**src/rtl/codec_global_io_meter_loop_pkg.sv**
```systemverilog
// Purpose: Constants and carrier types for the global signalling, level meter and loopback bank.
// Assumes: Byte-wide command/data access from the host control port, one clock domain.
// Notes: Command bit 7 set means write; low seven bits select the register.
// Summary of operation
// - Second pin direction bits, channel per bit, reset input.
// - Second pin data reads pin or drives output.
// - Third pin direction bits, reset input.
// - Third pin data reads pin or drives output.
// - Command byte bit 7 selects read or write.
// - Low result byte read only, resets zero.
// - Ready bit sets on result, clears on high read.
// - High result byte read only, resets zero.
// - Count zero copies PCM straight to results.
// - Count N measures over N frames.
// - Meter enable bit three, reset disabled.
// - Mode clear passes compressed word to high.
// - Mode set meters linear into both bytes.
// - Two-bit field selects metered channel.
// - Bit five powers PLL down, stops clocks.
// - Bit four digital loop via analog interface.
// - Bits three, two loops via sample interface.
// - Bit one loops receive highway to transmit.
// - Bit zero loops transmit path to receive.
// - Output pins driven only from global registers.
package codec_global_io_meter_loop_pkg;
   localparam logic [6:0] ADDR_SECOND_PIN   = 7'h2A;
   localparam logic [6:0] ADDR_THIRD_PIN    = 7'h2B;
   localparam logic [6:0] ADDR_RESULT_LOW   = 7'h31;
   localparam logic [6:0] ADDR_RESULT_HIGH  = 7'h32;
   localparam logic [6:0] ADDR_SAMPLE_COUNT = 7'h33;
   localparam logic [6:0] ADDR_METER_CTRL   = 7'h34;
   localparam logic [6:0] ADDR_LOOP_PLL     = 7'h35;
   localparam int         CMD_WRITE_BIT     = 7;
   localparam int         CHANNELS          = 4;
   localparam logic [7:0] RESET_BYTE        = 8'h00;
   localparam int         READY_BIT         = 0;
   localparam int         METER_ON_BIT      = 3;
   localparam int         METER_MODE_BIT    = 2;
   localparam int         METER_CHAN_LSB    = 0;
   localparam int         PLL_DOWN_BIT      = 5;
   localparam int         LOOP_ANALOG_IF    = 4;
   localparam int         LOOP_ANA_SAMPLE   = 3;
   localparam int         LOOP_DIG_SAMPLE   = 2;
   localparam int         LOOP_RX_TO_TX     = 1;
   localparam int         LOOP_TX_TO_RX     = 0;
   localparam logic [7:0] CTRL_MASK         = 8'h0F;
   localparam logic [7:0] LOOP_MASK         = 8'h3F;

   typedef struct packed {
      logic [3:0] second_pin_direction;
      logic [3:0] second_signal_pin;
      logic [3:0] third_pin_direction;
      logic [3:0] third_signal_pin;
      logic [7:0] meter_sample_count;
      logic [7:0] meter_control;
      logic [7:0] loop_control;
      logic [7:0] meter_result_low;
      logic [7:0] meter_result_high;
      logic [7:0] frame_left;
      logic [23:0] accum;
      logic [7:0] rd_data;
      logic       rd_valid;
   } bank_state_t;

   typedef struct packed {
      logic [3:0] second_out;
      logic [3:0] second_oe_n;
      logic [3:0] third_out;
      logic [3:0] third_oe_n;
   } pin_drive_t;
endpackage : codec_global_io_meter_loop_pkg

```
**src/rtl/codec_global_io_meter_loop_regs.sv**
```systemverilog
// Purpose: Global register bank for signalling pins, level meter and loopback control.
// Assumes: Host presents one command byte with data per request; PCM words arrive with frame strobe.
// Notes: Pin inputs are resynchronised through three flops and held in a fourth, filtered flop before they are read back.
`timescale 1ns/1ns
module codec_global_io_meter_loop_regs
(
   input  wire logic        clock,
   input  wire logic        sys_rst,
   input  wire logic        cmd_valid,
   input  wire logic [7:0]  cmd_byte,
   input  wire logic [7:0]  cmd_wdata,
   output logic [7:0]       rd_data,
   output logic             rd_valid,
   input  wire logic [3:0]  second_pin_in,
   input  wire logic [3:0]  third_pin_in,
   output codec_global_io_meter_loop_pkg::pin_drive_t pin_drive,
   input  wire logic        frame_strobe,
   input  wire logic [15:0] pcm_word [4],
   output logic [1:0]       meter_channel,
   output logic             pll_power_down,
   output logic             digital_loop_analog_if,
   output logic             analog_loop_sample_if,
   output logic             digital_loop_sample_if,
   output logic             digital_loop_rx_to_tx,
   output logic             analog_loop_tx_to_rx
);
   // Everything the module remembers; the bank part holds the host-visible registers.
   typedef struct packed {
      codec_global_io_meter_loop_pkg::bank_state_t bank;
      logic [3:0]                                  sec_s1;
      logic [3:0]                                  sec_s2;
      logic [3:0]                                  sec_s3;
      logic [3:0]                                  sec_stable;
      logic [3:0]                                  thr_s1;
      logic [3:0]                                  thr_s2;
      logic [3:0]                                  thr_s3;
      logic [3:0]                                  thr_stable;
      codec_global_io_meter_loop_pkg::pin_drive_t  drive;
   } module_state_t;

   // All pins come out of reset as inputs, so every output enable starts inactive.
   localparam module_state_t RESET_STATE = '{
      drive: '{second_out: '0, second_oe_n: '1, third_out: '0, third_oe_n: '1},
      default: '0};

   module_state_t                               all_reg;
   module_state_t                               all_next;
   codec_global_io_meter_loop_pkg::bank_state_t st_reg;
   codec_global_io_meter_loop_pkg::bank_state_t st_next;
   logic [15:0] sel_word;
   logic [15:0] magnitude;
   logic        wr;
   logic        rd;
   logic [6:0]  addr;

   assign st_reg = all_reg.bank;
   assign addr = cmd_byte[6:0];
   assign wr   = cmd_valid & cmd_byte[codec_global_io_meter_loop_pkg::CMD_WRITE_BIT];
   assign rd   = cmd_valid & ~cmd_byte[codec_global_io_meter_loop_pkg::CMD_WRITE_BIT];

   assign sel_word = pcm_word[st_reg.meter_control[codec_global_io_meter_loop_pkg::METER_CHAN_LSB +: 2]];
   assign magnitude = sel_word[15] ? 16'(~sel_word + 16'h0001) : sel_word;

   // Data bits of an input pin read the pin; data bits of an output pin read the written value.
   function automatic logic [3:0] pin_view(input logic [3:0] dir, input logic [3:0] wval,
                                           input logic [3:0] pin);
      pin_view = (dir & wval) | (~dir & pin);
   endfunction : pin_view

   always_comb
   begin
      logic [7:0]  ctl;
      logic [23:0] sum;
      logic        ready_now;
      ctl       = st_reg.meter_control;
      sum       = 24'h000000;
      ready_now = 1'b0;
      st_next   = st_reg;
      st_next.rd_valid = rd;
      st_next.rd_data  = codec_global_io_meter_loop_pkg::RESET_BYTE;
      if (wr)
      begin
         unique case (addr)
            codec_global_io_meter_loop_pkg::ADDR_SECOND_PIN:
            begin
               st_next.second_pin_direction = cmd_wdata[7:4];
               st_next.second_signal_pin    = cmd_wdata[3:0];
            end
            codec_global_io_meter_loop_pkg::ADDR_THIRD_PIN:
            begin
               st_next.third_pin_direction = cmd_wdata[7:4];
               st_next.third_signal_pin    = cmd_wdata[3:0];
            end
            codec_global_io_meter_loop_pkg::ADDR_SAMPLE_COUNT:
               st_next.meter_sample_count = cmd_wdata;
            codec_global_io_meter_loop_pkg::ADDR_METER_CTRL:
               st_next.meter_control = cmd_wdata & codec_global_io_meter_loop_pkg::CTRL_MASK;
            codec_global_io_meter_loop_pkg::ADDR_LOOP_PLL:
               st_next.loop_control = cmd_wdata & codec_global_io_meter_loop_pkg::LOOP_MASK;
            default:
            begin
            end
         endcase
      end
      if (rd)
      begin
         unique case (addr)
            codec_global_io_meter_loop_pkg::ADDR_SECOND_PIN:
               st_next.rd_data = {st_reg.second_pin_direction,
                  pin_view(st_reg.second_pin_direction, st_reg.second_signal_pin,
                           all_reg.sec_stable)};
            codec_global_io_meter_loop_pkg::ADDR_THIRD_PIN:
               st_next.rd_data = {st_reg.third_pin_direction,
                  pin_view(st_reg.third_pin_direction, st_reg.third_signal_pin,
                           all_reg.thr_stable)};
            codec_global_io_meter_loop_pkg::ADDR_RESULT_LOW:
               st_next.rd_data = st_reg.meter_result_low;
            codec_global_io_meter_loop_pkg::ADDR_RESULT_HIGH:
            begin
               st_next.rd_data = st_reg.meter_result_high;
               st_next.meter_result_low[codec_global_io_meter_loop_pkg::READY_BIT] = 1'b0;
            end
            codec_global_io_meter_loop_pkg::ADDR_SAMPLE_COUNT:
               st_next.rd_data = st_reg.meter_sample_count;
            codec_global_io_meter_loop_pkg::ADDR_METER_CTRL:
               st_next.rd_data = st_reg.meter_control;
            codec_global_io_meter_loop_pkg::ADDR_LOOP_PLL:
               st_next.rd_data = st_reg.loop_control;
            default:
               st_next.rd_data = codec_global_io_meter_loop_pkg::RESET_BYTE;
         endcase
      end
      // The meter only advances on a frame while enabled, so a disabled meter holds its results.
      if (ctl[codec_global_io_meter_loop_pkg::METER_ON_BIT] && frame_strobe)
      begin
         if (!ctl[codec_global_io_meter_loop_pkg::METER_MODE_BIT])
         begin
            st_next.meter_result_high = sel_word[7:0];
            ready_now = 1'b1;
         end
         else if (st_reg.meter_sample_count == 8'h00)
         begin
            st_next.meter_result_high = sel_word[15:8];
            st_next.meter_result_low  = sel_word[7:0];
            ready_now = 1'b1;
         end
         else
         begin
            // Peak magnitude over N frames; a running peak avoids a divider for the average.
            sum = (st_reg.frame_left == 8'h00) ? 24'h000000 : st_reg.accum;
            if ({8'h00, magnitude} > sum)
               sum = {8'h00, magnitude};
            if (st_reg.frame_left <= 8'h01 && st_reg.frame_left != 8'h00)
            begin
               st_next.meter_result_high = sum[15:8];
               st_next.meter_result_low  = sum[7:0];
               st_next.frame_left        = 8'h00;
               st_next.accum             = 24'h000000;
               ready_now = 1'b1;
            end
            else
            begin
               st_next.frame_left = (st_reg.frame_left == 8'h00) ?
                  8'(st_reg.meter_sample_count - 8'h01) : 8'(st_reg.frame_left - 8'h01);
               st_next.accum = sum;
               if (st_reg.meter_sample_count == 8'h01)
               begin
                  st_next.meter_result_high = sum[15:8];
                  st_next.meter_result_low  = sum[7:0];
                  st_next.frame_left        = 8'h00;
                  ready_now = 1'b1;
               end
            end
         end
      end
      // A fresh result wins over a clear arriving in the same cycle.
      if (ready_now)
         st_next.meter_result_low[codec_global_io_meter_loop_pkg::READY_BIT] = 1'b1;
      all_next      = all_reg;
      all_next.bank = st_next;
      // A pin level counts only once the last two stages agree, which rejects a one-cycle glitch.
      all_next.sec_s1 = second_pin_in;
      all_next.sec_s2 = all_reg.sec_s1;
      all_next.sec_s3 = all_reg.sec_s2;
      all_next.thr_s1 = third_pin_in;
      all_next.thr_s2 = all_reg.thr_s1;
      all_next.thr_s3 = all_reg.thr_s2;
      for (int i = 0; i < codec_global_io_meter_loop_pkg::CHANNELS; i++)
      begin
         if (all_reg.sec_s2[i] == all_reg.sec_s3[i])
            all_next.sec_stable[i] = all_reg.sec_s3[i];
         if (all_reg.thr_s2[i] == all_reg.thr_s3[i])
            all_next.thr_stable[i] = all_reg.thr_s3[i];
      end
      // Pins follow these registers only, so no other write path can disturb them.
      all_next.drive.second_out  = st_next.second_signal_pin;
      all_next.drive.second_oe_n = ~st_next.second_pin_direction;
      all_next.drive.third_out   = st_next.third_signal_pin;
      all_next.drive.third_oe_n  = ~st_next.third_pin_direction;
   end

   always_ff @(posedge clock)
   begin
      if (sys_rst)
         all_reg <= RESET_STATE;
      else
         all_reg <= all_next;
   end

   assign rd_data   = st_reg.rd_data;
   assign rd_valid  = st_reg.rd_valid;
   assign pin_drive = all_reg.drive;
   assign meter_channel          = st_reg.meter_control[codec_global_io_meter_loop_pkg::METER_CHAN_LSB +: 2];
   assign pll_power_down         = st_reg.loop_control[codec_global_io_meter_loop_pkg::PLL_DOWN_BIT];
   assign digital_loop_analog_if = st_reg.loop_control[codec_global_io_meter_loop_pkg::LOOP_ANALOG_IF];
   assign analog_loop_sample_if  = st_reg.loop_control[codec_global_io_meter_loop_pkg::LOOP_ANA_SAMPLE];
   assign digital_loop_sample_if = st_reg.loop_control[codec_global_io_meter_loop_pkg::LOOP_DIG_SAMPLE];
   assign digital_loop_rx_to_tx  = st_reg.loop_control[codec_global_io_meter_loop_pkg::LOOP_RX_TO_TX];
   assign analog_loop_tx_to_rx   = st_reg.loop_control[codec_global_io_meter_loop_pkg::LOOP_TX_TO_RX];
endmodule : codec_global_io_meter_loop_regs

```
**config.mk**
```make
export PLATFORM = sky130hd
export DESIGN_NAME = codec_global_io_meter_loop_regs
export DESIGN_NICKNAME = d
export VERILOG_FILES = /design/src/rtl/codec_global_io_meter_loop_pkg.sv /design/src/rtl/codec_global_io_meter_loop_regs.sv
export SDC_FILE = /design/constraint.sdc
export NUM_CORES = 1
export LEC_CHECK = 0
export BUFFER_PORTS_ARGS = -buffer_cell sky130_fd_sc_hd__buf_2
export CELL_PAD_IN_SITES_DETAIL_PLACEMENT = 0
export CELL_PAD_IN_SITES_GLOBAL_PLACEMENT = 2
export CORE_AREA = 5 5 142 144
export CTS_BUF_LIST = sky130_fd_sc_hd__clkbuf_16
export DETAILED_ROUTE_END_ITERATION = 12
export DIE_AREA = 0 0 147 149
export PLACE_DENSITY_LB_ADDON = 0.1
export SLEW_MARGIN = 15
export SYNTH_ARGS = -nofsm -noshare
export SYNTH_HDL_FRONTEND = slang
export SYNTH_SLANG_ARGS = --single-unit
```
**constraint.sdc**
```tcl
create_clock -name clock -period 12.56 [get_ports clock]
set_input_delay 2.512 -clock clock [delete_from_list [all_inputs] [get_ports clock]]
set_output_delay 2.512 -clock clock [all_outputs]
set_load 0.02 [all_outputs]
```
==> flow_summary.yaml <==
place:
  port_buffers: 124
  gp_congestion: 0.868
  dpl-instance-area_um2: 7410
  hpwlAfterDp_um: 15800
pwr:
  powerDensity_nw_per_um2: 125
  report.power.total_w: 0.000998
  leakagePower_nw: 3.35
  ir_worst_vdd_v: 0.0000794
synth:
  synth.most_common_cell: "dfxtp_1"
  synth_warnings: 0
  synth_top_area_share_pct: 38.4
  synth_common_cells: "131 x dfxtp_1, 63 x nor2_1, 50 x nand2_1"
  synth_area_um2: 6820
  ys_seq_elements: 131
  synth.area.top_cells: "dfxtp_1 38%, mux2i_1 6.2%, mux4_2 5.3%"
  synthCells: 746
  yosysSeqAreaShare_pct: 38.4
  syn_avg_cell_area_um2: 9.15
  synthFlopType: "dfxtp_1"
  synth.distinct_cells: 69
  synth_top_area_cell: "dfxtp_1"
  synth_edf_count: 0
  synthesis.nets: 857
  async_flop_share_pct: 0
sta:
  max_slew.worst_pin.slew_ns: 1.21
  min_period_ns: 6.87
  skew_ns: 0.00961
  setup_violations: 0
  final-hold-violation-count: 0
  drv_slew: 0
  relSlewSlack_pct: 19.6
  rsz0062_at_grt: "false"
  fin_tns_setup_ns: 0
  fin_crit_sh_pct: 54.7
  fmax_mhz: 146
  hold_ws_ns: 0.437
drt:
  ant_nets: 0
  drcViolationCount: 0
  drt-total-wl_um: 20700
  drtIter0Drc: 408
  route.detailed.wl_per_inst_um: 19.3
  dr.pass1.iters: 6
  via_count: 5883
  avgViaCountPerCell: 5.47
global_routing:
  grt_pass1_vias: 5999
  overflow: 0
  grt_use_met3_pct: 4.89
  grt_use_total_pct: 19.0
  grt_util_met2_pct: 30.8
  antenna_found_initial: 0
  grt.busiest_layer: "met2"
  grt_first_pass_wirelength_um: 32900
  grt_max_degree: 78
  grt_use_met1_pct: 25.2
die:
  start_util_pct: 36.7
  core_area_um2: 18600
  num_rows: 50
  ioPinCount: 125
  die-area_um2: 21900
  die_y_um: 149
  dieWidth_um: 147
setup_path:
  r2r_slack_ns: 7.10
  cp_data_arrival_time_ns: 7.14
  setup.worst_path.end: "all_reg[98]"
  r2r_end: "all_reg[98]"
  crit_path_end_kind: "flip-flop"
  cp-start-kind: "input port"
  crit_fanout: 21
  r2r_start: "meter_channel[1]"
  critPathKind: "in2reg"
  crit_required_ns: 12.83
  r2r_cells: 13
  critical_path.startpoint: "pcm_word[3]"
job:
  cap_violations: 0
layout:
  nFillCells: 1873
  diodes: 0
  largest_reg_flops: 82
  fin_nets: 940
  fin_area_um2: 8000
  drive_gt1_share_pct: 23.5
  syn_to_final_growth_pct: 17.3
clocking:
  path_clk_slew_ns: 0.06
  postCtsSetupRepairBufs: 0
  cts_hold_buffers: 0
  clockBufferDepth: 2
  cts_sinks: 131
  cts_max_level: 4
  cts_buffers: 17
  cts_root_buf: "clkbuf_16"
  cts_tree: "done"
  clkLatencyLatePin_ns: 0.43
  cts_resized: 0
worst_hold_path:
  holdPathStages: 1
  hold_path_class: "reg2reg"
outcome:
  status: "completed"
==> report_power, final <==
group          switching (W)  internal (W)
clock               0.000215      0.000282
combinational      0.0000480     0.0000333
sequential        0.00000136      0.000419
total               0.000264      0.000734
==> final cells by class <==
type / count / area (µm²) / area share [%]
clock buffers: 17 / 425 / 5.32
clock inverters: 15 / 163 / 2.03
multi-input cells: 520 / 3720 / 46.5
inverters: 29 / 109 / 1.36
well taps: 234 / 293 / 3.66
flip-flops and latches: 131 / 2620 / 32.8
repair buffers: 130 / 668 / 8.35
==> cells by family after synthesis <==
group                      share of synthesized area (%)
AOI/OAI and AO/OA                                   16.9
adders and majority gates                           3.48
buffers and inverters                               7.13
xor gates and xnor gates                            2.82
DFF                                                 38.4
muxes                                               13.3
and+or+nand+nor                                     18.0
==> worst min path at each step <==
| stage | endpoint | slack [ns] | from |
|---|---|---|---|
| 2_1_floorplan | all_next[20] | 0.41 | all_next[24] |
| 3_3_place_gp | all_next[37] | 0.42 | all_next[41] |
| 3_5_place_dp | all_next[39] | 0.43 | all_next[43] |
| 4_1_cts | all_next[23] | 0.44 | all_next[27] |
| 5_1_grt | all_next[39] | 0.45 | all_next[43] |
| 6_report | all_next[39] | 0.44 | all_next[43] |
==> metrics by stage <==
stage / util [%] / setup slack [ns] / cells
after detailed placement: 39.9 / 5.32 / 1044
after CTS: 43.1 / 5.76 / 1076
after global placement: 39.9 / 5.44 / 1044
final: 43.1 / 5.69 / 1076
after global routing: 43.1 / 5.52 / 1076
after floorplan: - / 6.29 / 746
==> critical path: stages <==
cell	delay [ns]
buf_2	0.09
mux4_2	0.58
nor4_1	0.37
nand2_1	0.11
or4_1	0.57
or4_1	0.60
inv_1	0.10
ha_1	0.17
nand4_1	0.13
nor2_1	0.20
a41oi_2	0.17
a21oi_2	0.93
mux2_1	0.45
o2bb2ai_1	0.15
==> placed cells by master, fill, tap and decap left out, drive strengths merged, types with 17 or more instances in the layout <==
cell type    n
nor2b       30
dfxtp      131
mux2i       42
buf        130
inv         38
clkbuf      17
nor2        63
a21oi       45
ha          19
and2        20
nand2       50
o21ai       33
==> routing by layer <==
layer	up-vias	wire (µm)
li1	2841	-
met1	2834	9750
met2	182	9580
met5	-	0
met3	26	1090
met4	0	320
No activity file was read; power rests on OpenSTA's default activity.
